**src/hw/csu_pkg.sv**
```systemverilog
// Shared constants and types of the camera serial port.
package csu_pkg;

    // ****************************************
    // Clock and bit timing
    // ****************************************
    localparam int unsigned CSU_CLK_HZ = 200_000_000;
    localparam int unsigned CSU_OVS = 16; // Ticks per bit period.
    localparam int unsigned CSU_BAUD_RATE [0:9] = '{300, 600, 1200, 2400,
        4800, 9600, 19200, 38400, 57600, 115200};
    localparam logic [3:0] CSU_BAUD_MAX = 4'h9;
    localparam logic [3:0] CSU_BAUD_DEF = 4'h5;

    // Stop length in ticks, minus one, for 1, 1.5 and 2 bits.
    localparam logic [5:0] CSU_STOP1_LIM = 6'h0f;
    localparam logic [5:0] CSU_STOP15_LIM = 6'h17;
    localparam logic [5:0] CSU_STOP2_LIM = 6'h1f;
    localparam logic [5:0] CSU_BIT_LIM = 6'h0f;
    localparam logic [5:0] CSU_HALF_LIM = 6'h07;

    // ****************************************
    // FIFO geometry and flow characters
    // ****************************************
    localparam int CSU_FIFO_DEPTH = 64;
    localparam int CSU_FIFO_AW = 6;
    localparam logic [7:0] CSU_XON = 8'h11;
    localparam logic [7:0] CSU_XOFF = 8'h13;

    // ****************************************
    // Register map
    // ****************************************
    localparam logic [11:0] CSU_ADDR_DATA = 12'h000;
    localparam logic [11:0] CSU_ADDR_CTRL = 12'h004;
    localparam logic [11:0] CSU_ADDR_STAT = 12'h008;
    localparam int CSU_DATA_VLD = 8;
    localparam int CSU_ST_RXAV = 0;
    localparam int CSU_ST_TXFULL = 1;
    localparam int CSU_ST_TXEMPTY = 2;
    localparam int CSU_ST_PAUSED = 3;
    localparam int CSU_ST_PERR = 4;
    localparam int CSU_ST_FERR = 5;
    localparam int CSU_ST_OVR = 6;
    localparam int CSU_ST_TXDROP = 7;
    localparam int CSU_ST_RXLVL = 8;
    localparam int CSU_ST_TXLVL = 16;

    // Control word: flow[10] baud[9:6] parity[5:4] dbits[3:2] stop[1:0].
    typedef struct packed {
        logic flow_en;
        logic [3:0] baud;
        logic [1:0] parity;
        logic [1:0] dbits;
        logic [1:0] stop;
    } csu_ctrl_t;
    localparam logic [10:0] CSU_CTRL_RST = 11'h14c; // 9600 8N1.
    localparam logic [1:0] CSU_STOP_1 = 2'h0;
    localparam logic [1:0] CSU_STOP_15 = 2'h1;
    localparam logic [1:0] CSU_PAR_NONE = 2'h0;
    localparam logic [1:0] CSU_PAR_ODD = 2'h1;

    typedef enum logic [2:0] {CSU_TX_IDLE, CSU_TX_START, CSU_TX_DATA,
        CSU_TX_PAR, CSU_TX_STOP} csu_tx_st_t;
    typedef enum logic [2:0] {CSU_RX_IDLE, CSU_RX_START, CSU_RX_DATA,
        CSU_RX_PAR, CSU_RX_STOP} csu_rx_st_t;

endpackage

```
**src/hw/csu_fifo_if.sv**
```systemverilog
// Valid/ready carrier between the serial port and one of its FIFOs.
`timescale 1ns/100ps
interface csu_fifo_if #(parameter int W = 8, parameter int AW = 6);
    logic wr_valid;
    logic wr_ready;
    logic [W-1:0] wr_data;
    logic rd_valid;
    logic rd_ready;
    logic [W-1:0] rd_data;
    logic [AW:0] level;

    modport store (input wr_valid, input wr_data, input rd_ready,
        output wr_ready, output rd_valid, output rd_data, output level);
    modport user (output wr_valid, output wr_data, output rd_ready,
        input wr_ready, input rd_valid, input rd_data, input level);
endinterface

```
**src/hw/csu_uart.sv**
```systemverilog
// Camera serial port: APB registers, transmitter, receiver and FIFOs.
//
// Contract
// - Transmit and receive each have a hardware FIFO of 64 characters.
// - Stop length is one, one and a half or two bit periods.
// - Each character carries five, six, seven or eight data bits.
// - Parity is odd, even or none, added on send and checked on receive.
// - Bit rate is one of the standard rates from 300 to 115200 baud.
// - With flow control on, received XON and XOFF resume and pause sending.
//
// Design decisions made here: the placing of the registers and the APB interface to the registers.
`timescale 1ns/100ps
module csu_uart
    import csu_pkg::*;
(
    // Clock and reset.
    input wire logic sys_clk,
    input wire logic reset_n,
    // APB slave.
    input wire logic [11:0] paddr,
    input wire logic psel,
    input wire logic penable,
    input wire logic pwrite,
    input wire logic [31:0] pwdata,
    output logic [31:0] prdata,
    output logic pready,
    output logic pslverr,
    // Serial line.
    input wire logic rxd,
    output logic txd
);
    typedef struct packed {
        logic pready;
        logic pslverr;
        logic [31:0] prdata;
        csu_ctrl_t ctrl;
        logic [2:0] rx_sync;
        logic rx_line;
        csu_tx_st_t tx_st;
        logic [5:0] tx_cnt;
        logic [2:0] tx_bit;
        logic [7:0] tx_sh;
        logic tx_par;
        logic txd;
        csu_rx_st_t rx_st;
        logic [5:0] rx_cnt;
        logic [2:0] rx_bit;
        logic [7:0] rx_sh;
        logic rx_par;
        logic rx_perr;
        logic rx_push;
        logic [7:0] rx_byte;
        logic paused;
        logic err_par;
        logic err_frame;
        logic err_ovr;
        logic err_txdrop;
    } csu_state_t;

    csu_state_t s_q, s_d;
    logic tick, acc, done, tx_pop, tx_end, rx_end, odd_par, par_en;
    logic [5:0] tx_lim, rx_lim;
    logic [2:0] last_bit;
    logic [7:0] dmask, rx_word;

    csu_fifo_if #(.W(8), .AW(CSU_FIFO_AW)) tx_f();
    csu_fifo_if #(.W(8), .AW(CSU_FIFO_AW)) rx_f();

    // ****************************************
    // Submodules
    // ****************************************

    // Both queues are 64 deep so software need not serve every character.
    csu_fifo #(.W(8), .DEPTH(CSU_FIFO_DEPTH), .AW(CSU_FIFO_AW)) u_txq (
        .sys_clk(sys_clk),
        .reset_n(reset_n),
        .f(tx_f.store)
    );
    csu_fifo #(.W(8), .DEPTH(CSU_FIFO_DEPTH), .AW(CSU_FIFO_AW)) u_rxq (
        .sys_clk(sys_clk),
        .reset_n(reset_n),
        .f(rx_f.store)
    );
    csu_baud u_baud (
        .sys_clk(sys_clk),
        .reset_n(reset_n),
        .sel(s_q.ctrl.baud),
        .tick(tick)
    );

    // ****************************************
    // Decoded helpers
    // ****************************************

    // Access is answered one cycle into the access phase.
    assign acc = psel & penable & ~s_q.pready;
    assign done = psel & penable & s_q.pready;
    assign par_en = s_q.ctrl.parity != CSU_PAR_NONE;
    assign odd_par = s_q.ctrl.parity == CSU_PAR_ODD;
    assign last_bit = {1'b1, s_q.ctrl.dbits};
    assign dmask = 8'hff >> (2'h3 - s_q.ctrl.dbits);
    assign rx_word = s_q.rx_sh >> (2'h3 - s_q.ctrl.dbits);

    // Tick limits per state; stop codes above two bits count as two.
    always_comb
    begin
        case (s_q.ctrl.stop)
            CSU_STOP_1: tx_lim = CSU_STOP1_LIM;
            CSU_STOP_15: tx_lim = CSU_STOP15_LIM;
            default: tx_lim = CSU_STOP2_LIM;
        endcase
        if (s_q.tx_st != CSU_TX_STOP)
            tx_lim = CSU_BIT_LIM;
        rx_lim = (s_q.rx_st == CSU_RX_START) ? CSU_HALF_LIM : CSU_BIT_LIM;
    end
    assign tx_end = tick & (s_q.tx_cnt == tx_lim);
    assign rx_end = tick & (s_q.rx_cnt == rx_lim);

    // FIFO hand-shakes; a dropped write to a full queue is flagged.
    assign tx_pop = (s_q.tx_st == CSU_TX_IDLE) & tx_f.rd_valid & ~s_q.paused;
    assign tx_f.rd_ready = tx_pop;
    assign tx_f.wr_valid = done & pwrite & (paddr == CSU_ADDR_DATA);
    assign tx_f.wr_data = pwdata[7:0];
    // Only pop what the read actually returned, not a later arrival.
    assign rx_f.rd_ready = done & ~pwrite & (paddr == CSU_ADDR_DATA)
        & s_q.prdata[CSU_DATA_VLD];
    assign rx_f.wr_valid = s_q.rx_push;
    assign rx_f.wr_data = s_q.rx_byte;

    // ****************************************
    // Next-state logic
    // ****************************************
    always_comb
    begin
        s_d = s_q;
        s_d.pready = acc;
        s_d.pslverr = 1'b0;
        s_d.rx_push = 1'b0;

        // Register read data is captured when the answer is raised.
        if (acc & ~pwrite)
        begin
            s_d.prdata = '0;
            case (paddr)
                CSU_ADDR_DATA:
                    s_d.prdata = {23'h0, rx_f.rd_valid, rx_f.rd_data};
                CSU_ADDR_CTRL:
                    s_d.prdata = {21'h0, s_q.ctrl};
                CSU_ADDR_STAT:
                begin
                    s_d.prdata[CSU_ST_RXAV] = rx_f.rd_valid;
                    s_d.prdata[CSU_ST_TXFULL] = ~tx_f.wr_ready;
                    s_d.prdata[CSU_ST_TXEMPTY] = ~tx_f.rd_valid;
                    s_d.prdata[CSU_ST_PAUSED] = s_q.paused;
                    s_d.prdata[CSU_ST_PERR] = s_q.err_par;
                    s_d.prdata[CSU_ST_FERR] = s_q.err_frame;
                    s_d.prdata[CSU_ST_OVR] = s_q.err_ovr;
                    s_d.prdata[CSU_ST_TXDROP] = s_q.err_txdrop;
                    s_d.prdata[CSU_ST_RXLVL +: 7] = rx_f.level;
                    s_d.prdata[CSU_ST_TXLVL +: 7] = tx_f.level;
                end
                default:
                    s_d.pslverr = 1'b1;
            endcase
        end
        else if (acc)
            s_d.pslverr = (paddr != CSU_ADDR_DATA) & (paddr != CSU_ADDR_CTRL)
                & (paddr != CSU_ADDR_STAT);

        // Writes land at the completing edge; clears come before sets.
        if (done & pwrite & (paddr == CSU_ADDR_CTRL))
            s_d.ctrl = pwdata[10:0];
        if (done & pwrite & (paddr == CSU_ADDR_STAT))
        begin
            s_d.err_par = s_q.err_par & ~pwdata[CSU_ST_PERR];
            s_d.err_frame = s_q.err_frame & ~pwdata[CSU_ST_FERR];
            s_d.err_ovr = s_q.err_ovr & ~pwdata[CSU_ST_OVR];
            s_d.err_txdrop = s_q.err_txdrop & ~pwdata[CSU_ST_TXDROP];
        end
        if (tx_f.wr_valid & ~tx_f.wr_ready)
            s_d.err_txdrop = 1'b1;

        // Line input: a level counts once the second and third stage agree.
        s_d.rx_sync = {s_q.rx_sync[1:0], rxd};
        if (s_q.rx_sync[1] == s_q.rx_sync[2])
            s_d.rx_line = s_q.rx_sync[2];

        // Transmitter; line level follows the state one cycle later.
        if (s_q.tx_st != CSU_TX_IDLE && tick)
            s_d.tx_cnt = tx_end ? 6'h00 : s_q.tx_cnt + 6'h01;
        case (s_q.tx_st)
            CSU_TX_IDLE:
            begin
                s_d.txd = 1'b1;
                if (tx_pop)
                begin
                    s_d.tx_sh = tx_f.rd_data & dmask;
                    s_d.tx_par = ^(tx_f.rd_data & dmask) ^ odd_par;
                    s_d.tx_cnt = '0;
                    s_d.tx_st = CSU_TX_START;
                end
            end
            CSU_TX_START:
            begin
                s_d.txd = 1'b0;
                if (tx_end)
                begin
                    s_d.tx_bit = '0;
                    s_d.tx_st = CSU_TX_DATA;
                end
            end
            CSU_TX_DATA:
            begin
                s_d.txd = s_q.tx_sh[0];
                if (tx_end)
                begin
                    s_d.tx_sh = {1'b0, s_q.tx_sh[7:1]};
                    s_d.tx_bit = s_q.tx_bit + 3'h1;
                    if (s_q.tx_bit == last_bit)
                        s_d.tx_st = par_en ? CSU_TX_PAR : CSU_TX_STOP;
                end
            end
            CSU_TX_PAR:
            begin
                s_d.txd = s_q.tx_par;
                if (tx_end)
                    s_d.tx_st = CSU_TX_STOP;
            end
            CSU_TX_STOP:
            begin
                s_d.txd = 1'b1;
                if (tx_end)
                    s_d.tx_st = CSU_TX_IDLE;
            end
            default:
            begin
                s_d.txd = 1'b1;
                s_d.tx_st = CSU_TX_IDLE;
            end
        endcase

        // Receiver samples mid-bit, timed from the start edge.
        if (s_q.rx_st != CSU_RX_IDLE && tick)
            s_d.rx_cnt = rx_end ? 6'h00 : s_q.rx_cnt + 6'h01;
        case (s_q.rx_st)
            CSU_RX_IDLE:
                if (!s_q.rx_line)
                begin
                    s_d.rx_cnt = '0;
                    s_d.rx_par = 1'b0;
                    s_d.rx_perr = 1'b0;
                    s_d.rx_st = CSU_RX_START;
                end
            CSU_RX_START:
                if (rx_end)
                begin
                    // A glitch shorter than half a bit is not a start.
                    s_d.rx_bit = '0;
                    s_d.rx_st = s_q.rx_line ? CSU_RX_IDLE : CSU_RX_DATA;
                end
            CSU_RX_DATA:
                if (rx_end)
                begin
                    s_d.rx_sh = {s_q.rx_line, s_q.rx_sh[7:1]};
                    s_d.rx_par = s_q.rx_par ^ s_q.rx_line;
                    s_d.rx_bit = s_q.rx_bit + 3'h1;
                    if (s_q.rx_bit == last_bit)
                        s_d.rx_st = par_en ? CSU_RX_PAR : CSU_RX_STOP;
                end
            CSU_RX_PAR:
                if (rx_end)
                begin
                    s_d.rx_perr = s_q.rx_line != (s_q.rx_par ^ odd_par);
                    s_d.rx_st = CSU_RX_STOP;
                end
            CSU_RX_STOP:
                if (rx_end)
                begin
                    // Only the first stop bit is checked, so any length is read.
                    s_d.rx_st = CSU_RX_IDLE;
                    if (!s_q.rx_line)
                        s_d.err_frame = 1'b1;
                    else if (s_q.ctrl.flow_en && rx_word == CSU_XOFF)
                        s_d.paused = 1'b1;
                    else if (s_q.ctrl.flow_en && rx_word == CSU_XON)
                        s_d.paused = 1'b0;
                    else
                    begin
                        if (s_q.rx_perr)
                            s_d.err_par = 1'b1;
                        if (rx_f.wr_ready)
                        begin
                            s_d.rx_push = 1'b1;
                            s_d.rx_byte = rx_word;
                        end
                        else
                            s_d.err_ovr = 1'b1;
                    end
                end
            default:
                s_d.rx_st = CSU_RX_IDLE;
        endcase

        // Turning flow control off must not leave the sender stuck.
        if (!s_q.ctrl.flow_en)
            s_d.paused = 1'b0;
    end

    // ****************************************
    // State register and outputs
    // ****************************************
    always_ff @(posedge sys_clk or negedge reset_n)
    begin
        if (!reset_n)
        begin
            s_q <= '0;
            s_q.ctrl <= CSU_CTRL_RST;
            s_q.rx_sync <= 3'h7;
            s_q.rx_line <= 1'b1;
            s_q.txd <= 1'b1;
        end
        else
            s_q <= s_d;
    end

    assign prdata = s_q.prdata;
    assign pready = s_q.pready;
    assign pslverr = s_q.pslverr;
    assign txd = s_q.txd;
endmodule // csu_uart

```
**src/hw/csu_fifo.sv**
```systemverilog
// Show-ahead synchronous FIFO with valid/ready on both sides.
`timescale 1ns/100ps
module csu_fifo
    import csu_pkg::*;
#(
    parameter int W = 8,
    parameter int DEPTH = 64,
    parameter int AW = 6
)
(
    // Clock and reset.
    input wire logic sys_clk,
    input wire logic reset_n,
    // Both FIFO sides.
    csu_fifo_if.store f
);
    typedef struct packed {
        logic [AW-1:0] wp;
        logic [AW-1:0] rp;
        logic [AW:0] cnt;
    } csu_fifo_st_t;

    csu_fifo_st_t s_q, s_d;
    logic [W-1:0] mem [DEPTH];
    logic push, pop;

    // Full is honest: the writer is stalled once DEPTH words are held.
    assign f.wr_ready = s_q.cnt != (AW+1)'(DEPTH);
    assign f.rd_valid = s_q.cnt != '0;
    assign f.rd_data = mem[s_q.rp];
    assign f.level = s_q.cnt;
    assign push = f.wr_valid & f.wr_ready;
    assign pop = f.rd_ready & f.rd_valid;

    // Pointers wrap at DEPTH, which must be a power of two.
    always_comb
    begin
        s_d = s_q;
        if (push)
            s_d.wp = s_q.wp + 1'b1;
        if (pop)
            s_d.rp = s_q.rp + 1'b1;
        if (push & ~pop)
            s_d.cnt = s_q.cnt + 1'b1;
        else if (pop & ~push)
            s_d.cnt = s_q.cnt - 1'b1;
    end

    always_ff @(posedge sys_clk or negedge reset_n)
    begin
        if (!reset_n)
            s_q <= '0;
        else
            s_q <= s_d;
    end

    // Storage has no reset; only the pointers decide what is valid.
    always_ff @(posedge sys_clk)
    begin
        if (push)
            mem[s_q.wp] <= f.wr_data;
    end
endmodule // csu_fifo

```
**src/hw/csu_baud.sv**
```systemverilog
// Oversampling tick generator for the standard bit rates.
`timescale 1ns/100ps
module csu_baud
    import csu_pkg::*;
(
    // Clock and reset.
    input wire logic sys_clk,
    input wire logic reset_n,
    // Rate select and tick out.
    input wire logic [3:0] sel,
    output logic tick
);
    typedef struct packed {
        logic [15:0] cnt;
        logic tick;
    } csu_baud_st_t;

    csu_baud_st_t s_q, s_d;
    logic [15:0] div_tab [0:9];
    logic [15:0] div;

    // One divisor per supported rate, each a constant of the clock rate.
    for (genvar i = 0; i < 10; i++)
    begin : g_div
        assign div_tab[i] = 16'(CSU_CLK_HZ / (CSU_OVS * CSU_BAUD_RATE[i]));
    end

    // Codes beyond the table fall back to the default rate.
    assign div = (sel <= CSU_BAUD_MAX) ? div_tab[sel] : div_tab[CSU_BAUD_DEF];
    assign tick = s_q.tick;

    always_comb
    begin
        s_d = s_q;
        s_d.tick = 1'b0;
        if (s_q.cnt >= div - 16'h0001)
        begin
            s_d.cnt = '0;
            s_d.tick = 1'b1;
        end
        else
            s_d.cnt = s_q.cnt + 16'h0001;
    end

    always_ff @(posedge sys_clk or negedge reset_n)
    begin
        if (!reset_n)
            s_q <= '0;
        else
            s_q <= s_d;
    end
endmodule // csu_baud

```
**config.mk**
```make
export PLATFORM = sky130hd
export DESIGN_NAME = csu_uart
export DESIGN_NICKNAME = d
export VERILOG_FILES = /design/src/hw/csu_pkg.sv /design/src/hw/csu_fifo_if.sv /design/src/hw/csu_uart.sv /design/src/hw/csu_fifo.sv /design/src/hw/csu_baud.sv
export SDC_FILE = /design/constraint.sdc
export NUM_CORES = 1
export LEC_CHECK = 0
export ABC_AREA = 0
export ABC_CLOCK_PERIOD_IN_PS = 7100
export CAP_MARGIN = 0
export CORE_MARGIN = 3
export CORE_UTILIZATION = 30
export DETAILED_ROUTE_END_ITERATION = 12
export DONT_BUFFER_PORTS = 1
export GPL_TIMING_DRIVEN = 1
export SYNTH_ARGS = -nofsm -noshare
export SYNTH_HDL_FRONTEND = slang
export SYNTH_HIERARCHICAL = 1
export SYNTH_SLANG_ARGS = --single-unit
```
**constraint.sdc**
```tcl
create_clock -name sys_clk -period 7.1 [get_ports sys_clk]
set_clock_uncertainty 0.2 [all_clocks]
set_input_delay 0.355 -clock sys_clk [delete_from_list [all_inputs] [get_ports sys_clk]]
set_output_delay 0.355 -clock sys_clk [all_outputs]
set_load 0.02 [all_outputs]
```
# Word-level counts from Yosys, hierarchy flattened
# Memories as Yosys holds them, arrays and structs flattened.
# Cells that the tools add are included.
[op_classes]
n_lt_le_gt_ge = 3
n_bitwise = 50
shift = 2
n_eq_ne = 41
muxes = 73
add_sub_neg = 15
reduce_logical = 35
[op_table]
columns = ["op", "count"]
rows = [
  ["$mux 16", 4],
  ["$mux 9", 6],
  ["$pmux 15 s3", 1],
  ["$mux 6", 7],
  ["$add 6x1->6 const B", 6],
  ["$mux 7", 5],
  ["$mux 3", 11],
  ["$and 1x1->1", 30],
  ["$pmux 3 s5", 2],
  ["$mux 13", 2],
  ["$ne 2x2->1 const B", 12],
  ["$mux 11", 2],
  ["$mux 1", 21],
  ["$reduce_and 6->1", 3],
  ["$reduce_bool 2->1", 9],
  ["$add 16x1->16 const B", 1],
  ["$eq 8x5->1 const B", 2],
  ["$ge 16x16->1", 1],
  ["$pmux 8 s2", 1],
  ["$sub 16x1->16 const B", 1],
  ["$not 1->1", 15],
  ["$reduce_and 3->1", 5],
  ["$add 7x1->7 const B", 2],
  ["$ne 7x7->1 const B", 2],
  ["other kinds (44)", 68],
]
[word_totals]
out_inout_bits = 35
memories = 3
regBits = 152
ram_bits = 1024
in_bits = 50
mem_bits_ro = 256
[mem_list]
columns = ["name", "depth", "width", "read_ports", "rd_ports_with_merged_regs", "wr", "line", "text"]
rows = [
  ["u_rxq.mem", 64, 8, 1, 0, 1, "csu_fifo.sv:24", "logic [W-1:0] mem [DEPTH];"],
  ["u_txq.mem", 64, 8, 1, 0, 1, "csu_fifo.sv:24", ""],
  ["(name not given)", 16, 16, 1, 0, 0, "csu_baud.sv:29", "assign div = (sel <= CSU_BAUD_MAX) ? div_tab[sel] : div_tab[CSU_BAUD_DEF];"],
]

# Depth between registers and ports, before layout
[depth]
depth_word = 12
ltp_mapped = 17
depth_no_buf = 16

# Modules after synthesis
# The synthesis kept the hierarchy.
[by_module_without_submodules]
columns = ["module", "seq_area_each_um2", "cells_each", "n_inst", "area_per_inst_um2"]
rows = [
  ["csu_fifo at u_txq", 15850.2, 1111, 1, 21180.3],
  ["csu_fifo at u_rxq", 15850.2, 1112, 1, 21134.0],
  ["csu_uart", 2438.6, 507, 1, 5290.1],
  ["csu_baud", 425.4, 198, 1, 1745.4],
]

# Worst setup path after synthesis
# Ideal clock, no wire load.
[synth_timing]
path_type = "flip-flop to flip-flop"
start = "register s_q[68] (netlist name)"
end = "register u_baud/s_q[10] (netlist name)"
setup_time_ps = 121
t_required_ps = 6779
stages_incl_launch_ff = 17
slack_ps = 3273
t_arrival_ps = 3506
synth_period_minus_slack_ps = 3827
cell_sequence = "dfstp_2 > buf_4 > inv_1 > ha_1 > and4bb_1 > a211oi_2 > ha_1 > o21ai_1 > nor4_4 > a21oi_1 > ha_1 > nand4_1 > a2111oi_0 > o41ai_1 > nand3_2 > buf_2 > nor2_1"
[synth_rtl]
columns = ["item", "line", "text"]
rows = [
  ["start, declared", "csu_uart.sv:60", "csu_state_t s_q, s_d;"],
  ["end signal, assigned", "csu_baud.sv:48", "s_q <= '0;"],
  ["end signal, assigned", "csu_baud.sv:50", "s_q <= s_d;"],
  ["end, declared", "csu_baud.sv:18", "csu_baud_st_t s_q, s_d;"],
]

# Worst setup path after layout
[layout_timing]
start = "register u_txq.s_q, in the netlist u_txq/f.level[0]"
end = "register u_txq.s_q, in the netlist u_txq/f.level[5]"
[layout_between]
elab_chain_cells = 7
elab_cells_between_ends = 15
cone_classes = "add/sub (2); eq/ne (1); mux (2); bitwise (8); reduce/logical (2)"
[layout_lines]
columns = ["item", "line", "text"]
rows = [
  ["start, declared", "csu_fifo.sv:23", "csu_fifo_st_t s_q, s_d;"],
  ["start signal, assigned", "csu_fifo.sv:52", "s_q <= '0;"],
  ["start signal, assigned", "csu_fifo.sv:54", "s_q <= s_d;"],
  ["$reduce_bool 7->1 *", "csu_fifo.sv:29", "assign f.rd_valid = s_q.cnt != '0;"],
  ["via tx_f.rd_valid", "csu_fifo_if.sv:7", "logic rd_valid;"],
  ["$and 1x1->1 (2 in a row)", "csu_uart.sv:120", "assign tx_pop = (s_q.tx_st == CSU_TX_IDLE) & tx_f.rd_valid & ~s_q.paused;"],
  ["$and 1x1->1 *", "csu_fifo.sv:33", "assign pop = f.rd_ready & f.rd_valid;"],
  ["$not 1->1", "csu_fifo.sv:43", "if (push & ~pop)"],
  ["$and 1x1->1", "csu_fifo.sv:43", ""],
  ["$mux 7 / $reduce_bool 2->1 (equally long branches)", "-", ""],
]
# The timed path passes the listed nets; every way through them passes the cells marked *. The select of a mux whose other input is x is not followed.
# A chain may end at the register's enable or synchronous reset.

==> impl_metrics.ini <==
[cts]
cts.reportedPaths.clkPinSlew_ps = 60
cts.hold.buffers_added = 31
cts.repair_timing.setup_buffer_count = 0
cts-root-buf = sky130_fd_sc_hd__clkbuf_16
clock_tree_from_tritoncts = yes
insertion_delay_ps = 720
h-tree-depth = 3
clock_tree.buffer_depth = 3
cts_buffers = 112
postCtsResizedCells = 0
numClockSinks = 1176

[floorplanning]
row_count = 148
io-pin-count = 85
die_boundary_height_um = 411.6
die_area_um2 = 169400
design.core.area_um2 = 163100
die_x_um = 411.6
initial_cell_density_of_the_core_pct = 30.25

[global_routing]
global_route_usage_over_all_layers_pct = 13.43
via_count_of_the_first_global_routing_pass = 25800
grt_start_max_net_pins = 153
first_pass_grt_wire_length_mm = 171.7
grt.overflow.total = 0
grt_antenna_before_repair = 6

[setup_path]
timing.critical_path.from = u_txq/f.level[0]
worstPathMaxFanout = 14
critPathSlowestCell = sky130_fd_sc_hd__dfrtp_1
endpoint_of_the_most_critical_setup_path = u_txq/f.level[5]
r2r_cells = 16
timing.critical_path.max_delay_family = simple AND/OR/NAND/NOR gates
cp-start-kind = register
crit-reg2reg-capture = u_txq/f.level[5]
cp_dominant_cell_by_count = sky130_fd_sc_hd__inv_1
cp.arrival_ps = 5090
cp_slowest_stage_delay_ps = 450
worst-path-buf-inv = 3
worstPathCellList = nor2_1 > nand3_1 > or2_2 > nand2b_1 > nand2b_1 > inv_1 > o21a_1 > inv_1 > ha_1 > inv_1 > ha_1 > a21o_1 > a21o_1 > a21oi_1 > nor4_1 > or3b_2
reg2reg_setup_slack_ps = 2390
setup.worst_path.class = reg -> reg
crit_required_ps = 7480
end_kind = register
path_depth = 16
critical_path.reg2reg.startpoint = u_txq/f.level[0]

[place]
dpl.cell_count = 4952
gpl.final_weighted_congestion = 0.8354
dpl.hpwl_mm = 69.70
io_buffer_count = 0

[power]
psw_mw = 2.646
netSwitchingFraction_pct = 19.45
seq_power_share_pct = 54.9
power.internal_mw = 10.96
p_leak_nw = 16.71
power.combinational.fraction_pct = 0.8
power.density_nw_per_um2 = 246.0
worst_ir_drop_vdd_uv = 201.6
clkPwrFrac_pct = 44.2

[yosys]
postSynthCellCount = 2928
number_of_enable_flip_flop_cells_after_synthesis = 1024
synth_cell_types = 100
synth_top_flop_cell = sky130_fd_sc_hd__edfxtp_1
mappedNetlistArea_um2 = 49350
post-synth-top-area-fraction_pct = 62.31
synthesis.yosys.warnings = 6
synth.top_cells.by_area = sky130_fd_sc_hd__edfxtp_1 62%, sky130_fd_sc_hd__mux4_2 8.9%, sky130_fd_sc_hd__dfrtp_1 7.3%, sky130_fd_sc_hd__mux2i_1 3.0%, sky130_fd_sc_hd__nor2_1 2.2%
yosys_register_bits = 1176
seq_area_frac_synth_pct = 70.04
post-synth-top-area-cell = sky130_fd_sc_hd__edfxtp_1
avgSynthCellArea_um2 = 16.85
asyncSetResetFlopFracSynth_pct = 12.93

[sta]
timing.final.setup_violations = 0
max_clock_freq_mhz = 212.2
report.final.slew_viol_count = 0
timing.final.crit_share_pct = 66.36
tns_ps = 0
number_of_endpoints_with_negative_hold_slack_in_the_final_report = 0
rsz0062_at_grt = false
timing.hold.ws_ps = 21.37
slew_headroom_pct = 12.18
worst_pin_slew_ps = 1284
final_period_minus_worst_setup_slack_ps = 4712

[cells_and_area]
final_core_util_pct = 33.90
layout-area-overhead-vs-synth_pct = 12.06
n_fill_cell = 15470
finish.net_count = 3019
area.sequential_um2 = 34590
multi_input_combinational_cell_area_um2 = 13410
finish.cell_count_without_fillers = 5195
layout-drive-gt1-share_pct = 16.39

[drt]
dr.pass1.iters = 7
vias = 26140
avgRoutedWirePerCell_um = 22.21
ant_nets = 0
drt_drc_violations_left = 0
route.detailed.vias_per_inst = 5.032
drt-initial-drc-count = 2509
wirelength_mm = 115.4

[run_status]
status = completed

[job]
timing.max_cap.violations = 0

[hold_path]
worst_hold_path_type = in -> async
worst min-delay path by stage:
| stage | start | endpoint | slack [ps] | cells after the start |
|---|---|---|---|---|
| global placement | reset_n | u_rxq/s_q[16] | -130 | 0 |
| detailed placement | reset_n | u_rxq/s_q[16] | -120 | 0 |
| floorplan | reset_n | prdata[0] | -140 | 0 |
| CTS | psel | prdata[10] | 10 | 4 |
| finish | reset_n | u_rxq/s_q[16] | 20 | 2 |
| global route | pwdata[9] | s_q[71] | 100 | 2 |
routing by layer:
metal	track usage [%]	part of all wire, %	vias up
li1	-	-	11520
met1	18.71	44	13630
met2	21.18	47	806
met3	2.569	6.2	184
met4	4.251	2.7	2
met5	0	0.0061	-
registers in the layout, indices dropped and copies added (netlist names), 2 cells and up:
register	flops
u_rxq/mem	512
u_txq/mem	512
s_q	59
prdata	22
u_baud/s_q	16
u_rxq/s_q	12
u_txq/s_q	12
rx_f.wr_data	8
u_rxq/f.level	7
u_txq/f.level	7
last_bit	2
s_d	2
area by class of cell:
type                       count  area share [%]
clock inverter                64           1.305
tap                         2175           4.921
inverter                      37          0.2511
timing repair buffer          65           1.330
sequential                  1176           62.55
clock buffer                 142           5.364
antenna                        6         0.02715
multi-input combinational   1530           24.26
metrics by stage:
step	total power [mW]	setup slack (ps)	area [um^2]
2_1_floorplan	7.634	3273	49380
3_3_place_gp	7.630	2415	51130
3_5_place_dp	7.630	2409	51130
4_1_cts	13.76	2386	55290
5_1_grt	14.05	2060	55300
6_report	13.60	2388	55300
cells in the mapped netlist, types with 30 or more instances:
| cell type | count |
|---|---|
| sky130_fd_sc_hd__clkbuf_1 | 48 |
| sky130_fd_sc_hd__o22ai_1 | 46 |
| sky130_fd_sc_hd__inv_1 | 35 |
| sky130_fd_sc_hd__mux2i_1 | 149 |
| sky130_fd_sc_hd__mux2_2 | 30 |
| sky130_fd_sc_hd__buf_4 | 55 |
| sky130_fd_sc_hd__a21oi_1 | 44 |
| sky130_fd_sc_hd__dfrtp_1 | 143 |
| sky130_fd_sc_hd__ha_1 | 45 |
| sky130_fd_sc_hd__nor2_1 | 290 |
| sky130_fd_sc_hd__mux4_2 | 195 |
| sky130_fd_sc_hd__buf_2 | 49 |
| sky130_fd_sc_hd__xnor2_1 | 37 |
| sky130_fd_sc_hd__nand2_1 | 131 |
| sky130_fd_sc_hd__edfxtp_1 | 1024 |
| sky130_fd_sc_hd__o21ai_0 | 64 |
| sky130_fd_sc_hd__nand3_1 | 49 |
cells in the final DEF (no fill, tap or decap), drive strengths merged, types with 12 or more instances in the layout:
master and n:
edfxtp 1024, nor2 290, mux4 197, mux2i 149, dfrtp 143, clkbuf 142, nand2 131, o21ai 70
nand3 50, o22ai 46, ha 45, a21oi 44, buf 43, clkinv 42, inv 41, xnor2 38
mux2 38, nor3 30, xor2 27, nor2b 24, a21o 24, a22oi 23, dlygate4sd3 22, a22o 19
nand4 19, o221ai 18, a31oi 17, a2111oi 17, bufinv 14, a211o 14, a41oi 14, nor4 13
or3 12, and3 12
power by group through the flow:
| stage | clock network, mW | registers (mW) | logic (mW) |
|---|---|---|---|
| 2_1_floorplan | 0 | 7.61 | 0.0201 |
| 3_3_place_gp | 0 | 7.61 | 0.0146 |
| 3_5_place_dp | 0 | 7.62 | 0.0147 |
| 4_1_cts | 6.17 | 7.47 | 0.119 |
| 5_1_grt | 6.46 | 7.46 | 0.126 |
| 6_report | 6.02 | 7.47 | 0.114 |
cells by family after synthesis:
kind of cell	count (synthesis)	share of synthesized area, %
xor+xnor	65	1.169
simple gates	648	6.227
fa+ha+maj	48	1.242
other cells	1	0.007599
compound gates	375	5.504
flops	1176	70.04
buf+inv	231	2.870
mux	384	12.94
Note: power is estimated with default switching activity, not from simulation.
